`config.mk`:
```
export PLATFORM = sky130hd
export DESIGN_NAME = rbw_boot_words
export DESIGN_NICKNAME = d
export VERILOG_FILES = /design/src/pkg/rbw_pkg.sv /design/src/hdl/rbw_boot_words.sv
export VERILOG_INCLUDE_DIRS = /design/src /design/src/pkg
export SDC_FILE = /design/constraint.sdc
export NUM_CORES = 1
export LEC_CHECK = 0
export BUFFER_PORTS_ARGS = -buffer_cell sky130_fd_sc_hd__buf_2
export CAP_MARGIN = 5
export CORE_ASPECT_RATIO = 1.1
export CORE_MARGIN = 2
export CORE_UTILIZATION = 23
export CTS_BUF_LIST = sky130_fd_sc_hd__clkbuf_8
export CTS_CLUSTER_SIZE = 12
export DETAILED_ROUTE_END_ITERATION = 8
export GPL_TIMING_DRIVEN = 1
export PLACE_DENSITY = 0.45
export SLEW_MARGIN = 20
export SYNTH_ARGS = -nofsm -noshare
export SYNTH_HDL_FRONTEND = slang
export SYNTH_HIERARCHICAL = 1
export SYNTH_SLANG_ARGS = --single-unit
```
`constraint.sdc`:
```
create_clock -name clk_sys -period 1.2 [get_ports clk_sys]
set_input_delay 0.18 -clock clk_sys [delete_from_list [all_inputs] [get_ports clk_sys]]
set_output_delay 0.18 -clock clk_sys [all_outputs]
set_load 0.02 [all_outputs]
```
`src/pkg/rbw_regs.svh`:
```
`ifndef RBW_REGS_SVH
`define RBW_REGS_SVH
// register byte offsets on the apb slave
`define RBW_OFF_BANK_EXT 12'h0830
`define RBW_OFF_PC 12'h0832
`define RBW_OFF_SP 12'h0834
`define RBW_OFF_IZ 12'h0836
// control/status registers placed after the bootstrap words
`define RBW_OFF_CTRL 12'h0840
`define RBW_OFF_STAT 12'h0844
// vector fetch addresses
`define RBW_VEC_LO 20'h0_0000
`define RBW_VEC_HI 20'h0_0006
// word 0 field positions
`define RBW_ZK_LSB 8
`define RBW_SK_LSB 4
`define RBW_PK_LSB 0
`define RBW_FIELD_W 4
// ctrl reset value: bit0 = customer code masked
`define RBW_CTRL_RST 32'h0000_0000
`define RBW_BLANK_WORD 16'h0000
`endif

```
`src/pkg/rbw_pkg.sv`:
```
package rbw_pkg;
  typedef struct packed {
    logic [11:0] paddr;
    logic psel;
    logic penable;
    logic pwrite;
    logic [31:0] pwdata;
  } rbw_apb_req_t;
  typedef struct packed {
    logic [31:0] prdata;
    logic pready;
    logic pslverr;
  } rbw_apb_rsp_t;
  typedef struct packed {
    logic valid;
    logic [19:0] addr;
  } rbw_vec_req_t;
  typedef struct packed {
    logic hit;
    logic [15:0] data;
  } rbw_vec_rsp_t;
endpackage : rbw_pkg

```
`src/hdl/rbw_boot_words.sv`:
```
// Added by the designer: register access over APB and the placing of the registers.
`timescale 1ns/1ps
`include "rbw_regs.svh"
module rbw_boot_words
  import rbw_pkg::*;
#(
  parameter logic [3:0] Z_BANK_EXT = 4'h0,
  parameter logic [3:0] STACK_BANK_EXT = 4'h0,
  parameter logic [3:0] PROG_BANK_EXT = 4'h0,
  parameter logic [15:0] PROG_COUNTER = 16'h0000,
  parameter logic [15:0] STACK_POINTER = 16'h0000,
  parameter logic [15:0] Z_INDEX = 16'h0000
) (
  input wire logic clk_sys,
  input wire logic rst_n,
  input wire rbw_apb_req_t apb_req,
  output rbw_apb_rsp_t apb_rsp,
  input wire logic boot_sel_n,
  input wire rbw_vec_req_t vec_req,
  output rbw_vec_rsp_t vec_rsp
);
  // mask-time contents are constants: no storage, so nothing can write them
  localparam logic [15:0] BANK_WORD = {4'h0, Z_BANK_EXT, STACK_BANK_EXT, PROG_BANK_EXT};

  logic coded_q;
  logic coded_d;
  logic boot_low_q;
  logic ack_q;
  logic ack_d;
  logic [31:0] rdata_q;
  logic [31:0] rdata_d;
  logic err_q;
  logic err_d;
  logic vhit_q;
  logic vhit_d;
  logic [15:0] vdata_q;
  logic [15:0] vdata_d;
  logic [15:0] w0;
  logic [15:0] w1;
  logic [15:0] w2;
  logic [15:0] w3;

  // blank parts read zero until software marks the rom as coded
  rbw_word_slot #(
    .MASK_WORD(BANK_WORD)
  ) u_slot0 (
    .coded(coded_q),
    .word(w0)
  );

  rbw_word_slot #(
    .MASK_WORD(PROG_COUNTER)
  ) u_slot1 (
    .coded(coded_q),
    .word(w1)
  );

  rbw_word_slot #(
    .MASK_WORD(STACK_POINTER)
  ) u_slot2 (
    .coded(coded_q),
    .word(w2)
  );

  rbw_word_slot #(
    .MASK_WORD(Z_INDEX)
  ) u_slot3 (
    .coded(coded_q),
    .word(w3)
  );

  // boot select is a pin: three flops, change taken when last two agree
  rbw_pin_sync u_boot_sync (
    .clk_sys(clk_sys),
    .rst_n(rst_n),
    .pin_n(boot_sel_n),
    .low_q(boot_low_q)
  );

  // apb decode
  wire logic [11:0] a = apb_req.paddr;
  wire logic setup = apb_req.psel && !apb_req.penable;
  // access edge: the one at which the master samples pready high
  wire logic access = apb_req.psel && apb_req.penable && ack_q;
  wire logic hit_w0 = a == `RBW_OFF_BANK_EXT;
  wire logic hit_w1 = a == `RBW_OFF_PC;
  wire logic hit_w2 = a == `RBW_OFF_SP;
  wire logic hit_w3 = a == `RBW_OFF_IZ;
  wire logic hit_ctrl = a == `RBW_OFF_CTRL;
  wire logic hit_stat = a == `RBW_OFF_STAT;
  wire logic hit_word = hit_w0 || hit_w1 || hit_w2 || hit_w3;
  wire logic mapped = hit_word || hit_ctrl || hit_stat;
  // only ctrl has storage; writes to the words are accepted and dropped
  wire logic wr_ctrl = access && apb_req.pwrite && hit_ctrl;

  // read sources, upper half zero for the 16-bit words
  wire logic [31:0] rd_w0 = {16'h0000, w0};
  wire logic [31:0] rd_w1 = {16'h0000, w1};
  wire logic [31:0] rd_w2 = {16'h0000, w2};
  wire logic [31:0] rd_w3 = {16'h0000, w3};
  wire logic [31:0] rd_ctrl = {31'h0000_0000, coded_q};
  wire logic [31:0] rd_stat = {31'h0000_0000, boot_low_q};
  wire logic [31:0] rd_mux =
    hit_w0 ? rd_w0 :
    hit_w1 ? rd_w1 :
    hit_w2 ? rd_w2 :
    hit_w3 ? rd_w3 :
    hit_ctrl ? rd_ctrl :
    hit_stat ? rd_stat : 32'h0000_0000;

  // no wait state: answer in the cycle after setup
  assign coded_d = wr_ctrl ? apb_req.pwdata[0] : coded_q;
  assign ack_d = setup;
  assign rdata_d = setup ? rd_mux : 32'h0000_0000;
  assign err_d = setup && !mapped;

  // vector window: only even addresses zero..six
  wire logic vec_hi_ok = vec_req.addr <= `RBW_VEC_HI;
  wire logic vec_even = !vec_req.addr[0];
  wire logic vec_in = vec_hi_ok && vec_even;
  wire logic vec_take = vec_req.valid && vec_in && coded_q && boot_low_q;
  wire logic [1:0] vec_idx = vec_req.addr[2:1];
  wire logic [15:0] vec_mux =
    vec_idx == 2'h0 ? w0 :
    vec_idx == 2'h1 ? w1 :
    vec_idx == 2'h2 ? w2 : w3;
  assign vhit_d = vec_take;
  // data is zero outside a hit so a stale word never leaks
  assign vdata_d = vec_take ? vec_mux : 16'h0000;

  always_ff @(posedge clk_sys or negedge rst_n) begin
    if (!rst_n) begin
      coded_q <= 1'b0;
    end else begin
      coded_q <= coded_d;
    end
  end

  always_ff @(posedge clk_sys or negedge rst_n) begin
    if (!rst_n) begin
      ack_q <= 1'b0;
    end else begin
      ack_q <= ack_d;
    end
  end

  always_ff @(posedge clk_sys or negedge rst_n) begin
    if (!rst_n) begin
      rdata_q <= 32'h0000_0000;
    end else begin
      rdata_q <= rdata_d;
    end
  end

  always_ff @(posedge clk_sys or negedge rst_n) begin
    if (!rst_n) begin
      err_q <= 1'b0;
    end else begin
      err_q <= err_d;
    end
  end

  always_ff @(posedge clk_sys or negedge rst_n) begin
    if (!rst_n) begin
      vhit_q <= 1'b0;
    end else begin
      vhit_q <= vhit_d;
    end
  end

  always_ff @(posedge clk_sys or negedge rst_n) begin
    if (!rst_n) begin
      vdata_q <= 16'h0000;
    end else begin
      vdata_q <= vdata_d;
    end
  end

  assign apb_rsp.prdata = rdata_q;
  assign apb_rsp.pready = ack_q;
  assign apb_rsp.pslverr = err_q;
  assign vec_rsp.hit = vhit_q;
  assign vec_rsp.data = vdata_q;
endmodule : rbw_boot_words

// one mask-time word, forced to the blank value on an uncoded part
module rbw_word_slot #(
  parameter logic [15:0] MASK_WORD = 16'h0000
) (
  input wire logic coded,
  output logic [15:0] word
);
  assign word = coded ? MASK_WORD : `RBW_BLANK_WORD;
endmodule : rbw_word_slot

// three-flop pin synchroniser; level taken once the last two flops agree
module rbw_pin_sync (
  input wire logic clk_sys,
  input wire logic rst_n,
  input wire logic pin_n,
  output logic low_q
);
  logic [2:0] sync_q;
  logic [2:0] sync_d;
  logic low_d;
  wire logic agree = sync_q[1] == sync_q[2];
  assign sync_d = {sync_q[1:0], pin_n};
  assign low_d = agree ? !sync_q[2] : low_q;

  // reset to the inactive level so reset alone never looks like boot low
  always_ff @(posedge clk_sys or negedge rst_n) begin
    if (!rst_n) begin
      sync_q <= 3'h7;
    end else begin
      sync_q <= sync_d;
    end
  end

  always_ff @(posedge clk_sys or negedge rst_n) begin
    if (!rst_n) begin
      low_q <= 1'b0;
    end else begin
      low_q <= low_d;
    end
  end
endmodule : rbw_pin_sync

```
==> reports/qor.yml, run 1 <==
status:
  status: "complete, no violations"
layout:
  diodes: 0
  final_cells: 480
  drive_gt1_share_pct: 44.5
  fin_area_mm2: 0.00334
  final_cell_mix: "conb_1, buf_2, dfrtp_1"
  nNetsFinal: 396
  layout_commonest_cell: "conb_1"
  syn_to_final_growth_pct: 15.7
clocking:
  clk_pin_slew_ns: 0.08
  cts_tree: "done"
  cts_made_buffers: 5
  htree_levels: 2
  ctsRootBufferMaster: "clkbuf_8"
  cts_setup_buffers: 0
  clock_latency_ns: 0.29
  clock_sinks: 40
  cts_buffer_depth: 2
placed_design:
  post-dp-hpwl_mm: 4.37
  port_buffers: 74
  gp_congestion: 0.757
  dp_cells: 470
  post_dp_cell_area_mm2: 0.00323
global_routing:
  track_usage_pct: 8.88
  grt_max_degree: 41
  grt_pass1_wl_mm: 9.16
  overflow: 0
  first_global_vias: 1881
  antenna_found_initial: 0
timing:
  timing.fmax_ghz: 0.900
  rsz0062_at_grt: "no"
  slew_headroom_pct: 61.9
  drv_slew: 0
  fin_crit_sh_pct: 92.6
  setup_tns_ns: 0
  clock_skew_ns: 0.00865
  hold_viol_final: 0
  tightest_slew_ns: 0.571
  setup_violations: 0
  period_minus_slack_ns: 1.11
  hold_slack_ns: 0.135
synth:
  synth_compound_area_share_pct: 2.17
  synthMuxAreaShare_pct: 24.5
  postSynthAreaPerCell_um2: 11.9
  synth-xor-area-share_pct: 0
  yosysSeqAreaShare_pct: 34.8
  synth_top_family_by_area: "multiplexers"
  synth-warning-count: 6
  ys_ff_latch: 40
  synthSimpleGateAreaFrac_pct: 13.5
  synthAdderAreaFrac_pct: 0.390
  synth.distinct_cells: 36
  synth_cells: 243
  netlist_area_mm2: 0.00289
routing:
  wl_per_cell_um: 12.2
  via_per_inst: 3.86
  ant_nets: 0
  dr.pass1.iters: 4
  wl_met1_mm: 2.07
  routed_wl_mm: 5.84
  route.met3.wl_um: 385
  via_count: 1851
  top_layer: "met4"
  drc_errors: 0
  wl_met2_mm: 3.22
  first_iter_violations: 46
setup_path:
  crit_arrival_ns: 1.30
  start_kind: "primary input"
  cp-startpoint: "apb_req[38]"
  cp_max_fo: 4
  endpoint_kind: "flop"
  crit_type: "in -> reg"
  timing.rr.end: "coded_q$_DFFE_PN0P_"
  reg2reg_slack_ns: 0.10
  required_ns: 1.39
  rr_startpoint: "ack_q$_DFF_PN0_"
  reg2regPathDepth: 3
power_and_ir_drop:
  internal_power_mw: 2.09
  swShare_pct: 26.1
  p_seq_share_pct: 48.4
  ir_drop_mv: 0.310
  combPwrFrac_pct: 19.0
  p_per_area_mw_per_mm2: 846
  power.total_mw: 2.83
  power_leakage_nw: 1.73
  netSwitchingPower_uw: 738
  clkPwrFrac_pct: 32.6
floorplan:
  dieWidth_um: 111
  rows: 42
  start_util_pct: 23.8
  core-area_mm2: 0.0121
  dieArea_mm2: 0.0135
  die_height_um: 122
  io_pins: 122
run:
  maxCapViolCount: 0
hold_path:
  whs_path_depth: 2
  hp-start: "apb_req[0]"
  hp-class: "in -> reg"
  min_to: "coded_q$_DFFE_PN0P_"
[power by group through the flow]
| stage | clock network [mW] | registers, mW | logic [mW] |
|---|---|---|---|
| final | 0.923 | 1.37 | 0.537 |
| after global routing | 1.03 | 1.37 | 0.593 |
| after CTS | 0.973 | 1.37 | 0.527 |
| after detailed placement | 0 | 1.40 | 0.520 |
| after global placement | 0 | 1.40 | 0.519 |
| after floorplan | 0 | 1.39 | 0.556 |
[worst max path at each step]
stage,end,cells after the start
finish,coded_q$_DFFE_PN0P_,5
global route,coded_q$_DFFE_PN0P_,3
global placement,coded_q$_DFFE_PN0P_,5
floorplan,rdata_q[15]$_DFF_PN0_,5
detailed placement,coded_q$_DFFE_PN0P_,5
CTS,coded_q$_DFFE_PN0P_,3
[stage by stage]
step | utilization (%) | setup WS, ns
final | 27.5 | 0.0888
after floorplan | - | -0.108
after global routing | 27.5 | 0.0366
after CTS | 27.5 | 0.0547
after detailed placement | 26.6 | -0.185
after global placement | 26.6 | -0.149
[synth_stat cells, drive strengths merged]
library cell | instances | area (um2)
nor2b | 15 | 98.9
nor4b | 1 | 8.76
nor4 | 6 | 52.6
o22a | 1 | 8.76
o22ai | 1 | 6.26
and2b | 15 | 113
mux2 | 2 | 22.5
and3b | 1 | 8.76
clkbuf | 3 | 11.3
conb | 5 | 18.8
nand2 | 4 | 15.0
a21oi | 3 | 15.0
buf | 90 | 663
a211oi | 1 | 7.51
maj3 | 1 | 11.3
or3 | 2 | 17.5
nand2b | 1 | 6.26
dfstp | 3 | 78.8
nor2 | 4 | 15.0
nand4 | 5 | 37.5
or4 | 1 | 11.3
o21a | 1 | 7.51
mux2i | 1 | 10.0
dfrtp | 37 | 926
o31ai | 1 | 7.51
inv | 5 | 18.8
o21ai | 2 | 10.0
and3 | 1 | 6.26
mux4 | 30 | 676
[registers in the layout, summed over array words and instances (netlist names)]
register	flops
u_boot_sync/low_q	1
vhit_q	1
err_q	1
vdata_q	16
u_boot_sync/sync_q	3
ack_q	1
rdata_q	16
coded_q	1
[worst max-delay path, cell delays in order]
cell	delay, ns
buf_2	0.11
nor4_4	0.26
nand2_2	0.12
nor4_2	0.27
mux2_2	0.36
[metal layers]
layer / up-vias / GRT usage, %
li1: 854 / -
met1: 918 / 8.69
met2: 71 / 17.3
met3: 8 / 2.24
met4: 0 / 4.45
met5: - / 0
[kinds of logic (layout without fill, tap and decap cells)]
kind of cell,Yosys count,count (layout)
buffers and inverters,98,106
AND/OR/NAND/NOR,56,56
flip-flops,40,40
multiplexers,33,33
AO/OA/AOI/OAI,10,10
other,5,80
adder cells (fa/ha/maj),1,1
[area by class of cell]
class / count / area, um2
clock buffer: 6 / 82.6
clock inverter: 2 / 7.51
fill: 1290 / 8800
inverter: 5 / 21.3
multi-input combinational: 180 / 1500
sequential: 40 / 1000
tap: 154 / 193
timing repair buffer: 93 / 531
[what timing repair did]
action | in CTS | in global routing
endpoints found under the setup margin | 1 | 0
gates resized for setup | 1 | 0
hold buffers | 2 | 0
endpoints found under the hold margin | 38 | 0
(Power assumes the default switching activity.)
==> run 2, diff against run 1 <==
--- a/config.mk
+++ b/config.mk
@@ -9,15 +9,16 @@
 export BUFFER_PORTS_ARGS = -buffer_cell sky130_fd_sc_hd__buf_2
 export CAP_MARGIN = 5
 export CORE_ASPECT_RATIO = 1.1
-export CORE_MARGIN = 2
-export CORE_UTILIZATION = 23
+export CORE_MARGIN = 1.5
+export CORE_UTILIZATION = 44
 export CTS_BUF_LIST = sky130_fd_sc_hd__clkbuf_8
 export CTS_CLUSTER_SIZE = 12
 export DETAILED_ROUTE_END_ITERATION = 8
 export GPL_TIMING_DRIVEN = 1
-export PLACE_DENSITY = 0.45
+export PLACE_DENSITY = 0.75
 export SLEW_MARGIN = 20
 export SYNTH_ARGS = -nofsm -noshare
 export SYNTH_HDL_FRONTEND = slang
 export SYNTH_HIERARCHICAL = 1
 export SYNTH_SLANG_ARGS = --single-unit
+export TNS_END_PERCENT = 1
==> run 2 against run 1 <==
Against the previous run:
- non-clock buffer count shrank 1
- highest routed layer unchanged
- worst setup slack worse by 0.047 ns
- clock-buffer cell count shrank 1
- combinational power shrank 1%
- global-route usage up 5.8 points
- total power is 5.3% higher
- sequential power hardly changed
- routed wire length fell by 15%
- die area is 48% lower
- sequential share of layout area rose by 0.66 points
- clock skew fell by 0.0083 ns
==> reports/qor.yml, run 2 (synthesis gave the netlist of run 1 again) <==
floorplan:
  core-area_mm2: 0.00627
  die_height_um: 88.0
  start_util_pct: 46.1
  dieWidth_um: 80.3
  dieArea_mm2: 0.00706
  rows: 30
  io_pins: 122
power_and_ir_drop:
  ir_drop_mv: 0.566
  power_leakage_nw: 1.74
  p_per_area_mw_per_mm2: 911
  power.total_mw: 2.98
run:
  maxCapViolCount: 0
timing:
  setup_violations: 0
  setup_tns_ns: 0
  rsz0062_at_grt: "yes"
  tightest_slew_ns: 0.560
  fin_ws_ns: 0.0418
  timing.fmax_ghz: 0.863
  fin_crit_sh_pct: 96.5
  hold_viol_final: 0
  drv_slew: 0
  clock_skew_ns: 0.000359
  slew_headroom_pct: 62.7
  period_minus_slack_ns: 1.16
clocking:
  clock_sinks: 40
  htree_levels: 2
  cts_made_buffers: 5
  clock_latency_ns: 0.29
  clk_pin_slew_ns: 0.07
  ctsRootBufferMaster: "clkbuf_8"
  cts_buffer_depth: 2
  cts_tree: "done"
routing:
  drc_errors: 0
  dr.pass1.iters: 4
  ant_nets: 0
  wl_per_cell_um: 12.3
  via_per_inst: 4.36
  routed_wl_mm: 4.96
  via_count: 1767
  first_iter_violations: 27
global_routing:
  track_usage_pct: 14.7
  grt_pass1_wl_mm: 7.59
  first_global_vias: 1798
  grt_max_degree: 25
  overflow: 0
  antenna_found_initial: 0
setup_path:
  crit_arrival_ns: 1.36
  required_ns: 1.41
  endpoint_kind: "flop"
  crit_type: "in -> reg"
  start_kind: "primary input"
  cp_max_fo: 3
placed_design:
  place_ws_ns: -0.269
  post-dp-hpwl_mm: 3.73
  gp_congestion: 0.831
  port_buffers: 74
layout:
  diodes: 0
  nFillCells: 568
  utilization_pct: 52.2
  layout_commonest_cell: "conb_1"
  nNetsFinal: 395
  syn_to_final_growth_pct: 13.3
  top_regs: "rdata_q x16, vdata_q x16, u_boot_sync/sync_q x3"
  drive_gt1_share_pct: 44.3
  final_cell_mix: "conb_1, buf_2, dfrtp_1"
hold_path:
  hp-class: "in -> reg"
status:
  status: "complete, no violations"
[run 2: worst max-delay path, stage by stage]
cell	delay [ns]
buf_2	0.12
nor4_4	0.29
nand2_2	0.11
buf_4	0.15
or3_4	0.37
a211oi_2	0.15
[run 2: where the power goes]
part,switching [mW],internal [mW]
combinational,0.258,0.273
clock,0.466,0.615
sequential,0.00561,1.36
total,0.729,2.25
[run 2: final timing paths]
path                                              endpoint                       startpoint  slack [ns]  cells after the start
setup / recovery                     rdata_q[15]$_DFF_PN0_                      apb_req[38]        0.04                      6
setup reg to reg                       coded_q$_DFFE_PN0P_                  ack_q$_DFF_PN0_        0.07                      3
hold / removal                         coded_q$_DFFE_PN0P_                       apb_req[0]        0.14                      2
min in group asynchronous                 vhit_q$_DFF_PN0_                            rst_n        0.34                      2
max in group asynchronous            vdata_q[10]$_DFF_PN0_                            rst_n        0.40                      3
hold reg to reg            u_boot_sync/sync_q[1]$_DFF_PN1_  u_boot_sync/sync_q[0]$_DFF_PN1_        0.36                      0
[run 2: layout make-up]
type	count	area, um2	area share [%]
multi-input cells	180	1510	46.3
clock inverters	3	42.5	1.30
inverters	5	18.8	0.574
flip-flops and latches	40	1000	30.7
clock buffers	5	68.8	2.10
repair buffers	92	523	16.0
well taps	80	100	3.06
[run 2: per-layer routing]
layer  up-vias  part of all wire, %  global-route usage [%]
met5         -                    0                       0
met1       848                   34                    13.3
met3         5                  6.2                    2.60
li1        847                    -                       -
met2        67                   58                    30.7
met4         0                  1.9                    6.58
[run 2: repair_timing]
item                                    CTS  global route
resized for setup                         1             2
endpoints found under the hold margin    14             0
buffers inserted                          0             1
pin swaps                                 1             1
endpoints found under the setup margin    1             1
hold buffers                              2             0
[run 2: stage by stage]
| step | std cells | cell area [um2] | hold WS [ns] |
|---|---|---|---|
| 6_report | 405 | 3270 | 0.135 |
| 5_1_grt | 405 | 3270 | 0.139 |
| 4_1_cts | 404 | 3250 | 0.137 |
| 3_5_place_dp | 394 | 3110 | 0.127 |
| 3_3_place_gp | 394 | 3110 | 0.117 |
| 2_1_floorplan | 318 | 3210 | -0.116 |
==> run 3, diff against run 2 <==
==> constraint.sdc (replaced) <==
create_clock -name clk_sys -period 1.1 [get_ports clk_sys]
set_input_delay 0.165 -clock clk_sys [delete_from_list [all_inputs] [get_ports clk_sys]]
set_output_delay 0.165 -clock clk_sys [all_outputs]
set_load 0.02 [all_outputs]
==> run 3 against run 2 <==
Against the previous run:
- critical path depth down 1
- worst hold slack better by 0.0032 ns
- flip-flop and latch count unchanged
- die area unchanged
- register-to-register slack worse by 0.07 ns
- worst setup slack worse by 0.039 ns
- largest cell class unchanged
- sequential power up 9%
- clock skew about the same
==> reports/qor.yml, run 3 (synthesis gave the netlist of run 1 again) <==
timing:
  timing.fmax_ghz: 0.911
  clock_skew_ns: 0.000764
  fin_crit_sh_pct: 99.8
  hold_viol_final: 0
  setup_violations: 0
  slew_headroom_pct: 63.6
  drv_slew: 0
  fin_ws_ns: 0.00264
  period_minus_slack_ns: 1.10
  tightest_slew_ns: 0.545
  rsz0062_at_grt: "yes"
clocking:
  htree_levels: 2
  clock_latency_ns: 0.28
  ctsRootBufferMaster: "clkbuf_8"
  clock_sinks: 40
  cts_buffer_depth: 2
  clk_pin_slew_ns: 0.07
  cts_tree: "done"
  cts_made_buffers: 5
placed_design:
  post-dp-hpwl_mm: 3.71
  gp_congestion: 0.778
  place_ws_ns: -0.282
  port_buffers: 74
  post_dp_cell_area_mm2: 0.00312
  dp_cells: 395
setup_path:
  required_ns: 1.27
  endpoint_kind: "flop"
  path_common_cell: "nor4_4"
  start_kind: "primary input"
  path_cells: "buf_6, nor4_4, nand2_2, nor4_4, mux2_4"
  cp-startpoint: "apb_req[45]"
  slowest_delay_ns: 0.32
  crit_arrival_ns: 1.27
  rr_startpoint: "ack_q$_DFF_PN0_"
  crit_slowest_cell: "mux2_4"
  crit_type: "in -> reg"
  cp_max_fo: 3
layout:
  diodes: 0
  layout_commonest_cell: "conb_1"
  utilization_pct: 52.5
  final_cells: 406
  fin_area_mm2: 0.00329
  top_regs: "rdata_q x16, vdata_q x16, u_boot_sync/sync_q x3"
  syn_to_final_growth_pct: 13.9
  nNetsFinal: 396
  drive_gt1_share_pct: 44.5
  final_cell_mix: "conb_1, buf_2, dfrtp_1"
routing:
  via_count: 1831
  ant_nets: 0
  dr.pass1.iters: 4
  routed_wl_mm: 4.76
  wl_per_cell_um: 11.7
  drc_errors: 0
  via_per_inst: 4.51
  first_iter_violations: 45
hold_path:
  hp-class: "in -> reg"
  hp-start: "apb_req[0]"
power_and_ir_drop:
  clkPwrFrac_pct: 35.8
  power_leakage_nw: 1.75
  p_seq_share_pct: 46.2
  internal_power_mw: 2.46
  swShare_pct: 23.9
  p_per_area_mw_per_mm2: 983
  power.total_mw: 3.23
  netSwitchingPower_uw: 772
  ir_drop_mv: 0.451
  combPwrFrac_pct: 18.0
run:
  maxCapViolCount: 0
floorplan:
  start_util_pct: 46.1
  io_pins: 122
  core-area_mm2: 0.00627
  dieArea_mm2: 0.00706
  rows: 30
  die_height_um: 88.0
  dieWidth_um: 80.3
global_routing:
  track_usage_pct: 13.9
  first_global_vias: 1777
  antenna_found_initial: 0
  grt_max_degree: 25
  gr-usage-met3_pct: 1.98
  grt_pass1_wl_mm: 7.37
  busiest_layer: "met2"
  gr-usage-met2_pct: 30.2
  grtUsageMet1_pct: 12.4
  overflow: 0
status:
  status: "complete, no violations"
## run 3: cell types whose count changed in the layout (fill, tap and decap cells not counted)
cell   delta
buf_4     +1
buf_6     +2
buf_2     -2
## run 3: worst max-delay path, delay by kind of cell
family / cells / cell delay, ns
buffers and inverters: 1 / 0.10
muxes: 1 / 0.32
and+or+nand+nor: 3 / 0.69
## run 3: metrics by stage
| stage | setup TNS [ns] | hold WS [ns] |
|---|---|---|
| floorplan | -0.550 | -0.131 |
| global placement | -0.652 | 0.104 |
| detailed placement | -0.754 | 0.110 |
| CTS | 0 | 0.136 |
| global route | -0.0794 | 0.132 |
| finish | 0 | 0.138 |
## run 3: path summary, 6_finish.rpt
kind | endpoint | slack [ns] | cells after the start
setup / recovery | coded_q$_DFFE_PN0P_ | 0.003 | 5
hold / removal | coded_q$_DFFE_PN0P_ | 0.14 | 2
setup reg to reg | coded_q$_DFFE_PN0P_ | 0.003 | 3
hold reg to reg | u_boot_sync/sync_q[1]$_DFF_PN1_ | 0.36 | 0
max in group asynchronous | vdata_q[14]$_DFF_PN0_ | 0.32 | 3
min in group asynchronous | rdata_q[5]$_DFF_PN0_ | 0.33 | 2
## run 3: final cells by class
type / count / area, um2
Inverter: 5 / 18.8
Sequential cell: 40 / 1000
Timing Repair Buffer: 93 / 543
Clock buffer: 5 / 68.8
Tap cell: 80 / 100
Clock inverter: 3 / 42.5
Fill cell: 562 / 2980
Multi-Input combinational cell: 180 / 1510
## run 3: power groups by stage
stage | clock [mW] | sequential (mW) | combinational, mW
floorplan | 0 | 1.52 | 0.601
global placement | 0 | 1.52 | 0.548
detailed placement | 0 | 1.52 | 0.554
CTS | 1.19 | 1.49 | 0.567
global route | 1.25 | 1.50 | 0.645
finish | 1.16 | 1.49 | 0.582
## run 3: routing by layer
metal	part of all wire, %	vias to the layer above
met2	60	67
met1	32	908
met5	0	-
met4	1.5	0
li1	-	850
met3	6.7	6
## run 3: repair_timing
| item | CTS | global route |
|---|---|---|
| setup buffers | 1 | 0 |
| pin swaps | 3 | 1 |
| hold endpoints to repair | 14 | 0 |
| resized for setup | 3 | 2 |
| hold buffers | 2 | 0 |
| setup endpoints to repair | 1 | 1 |
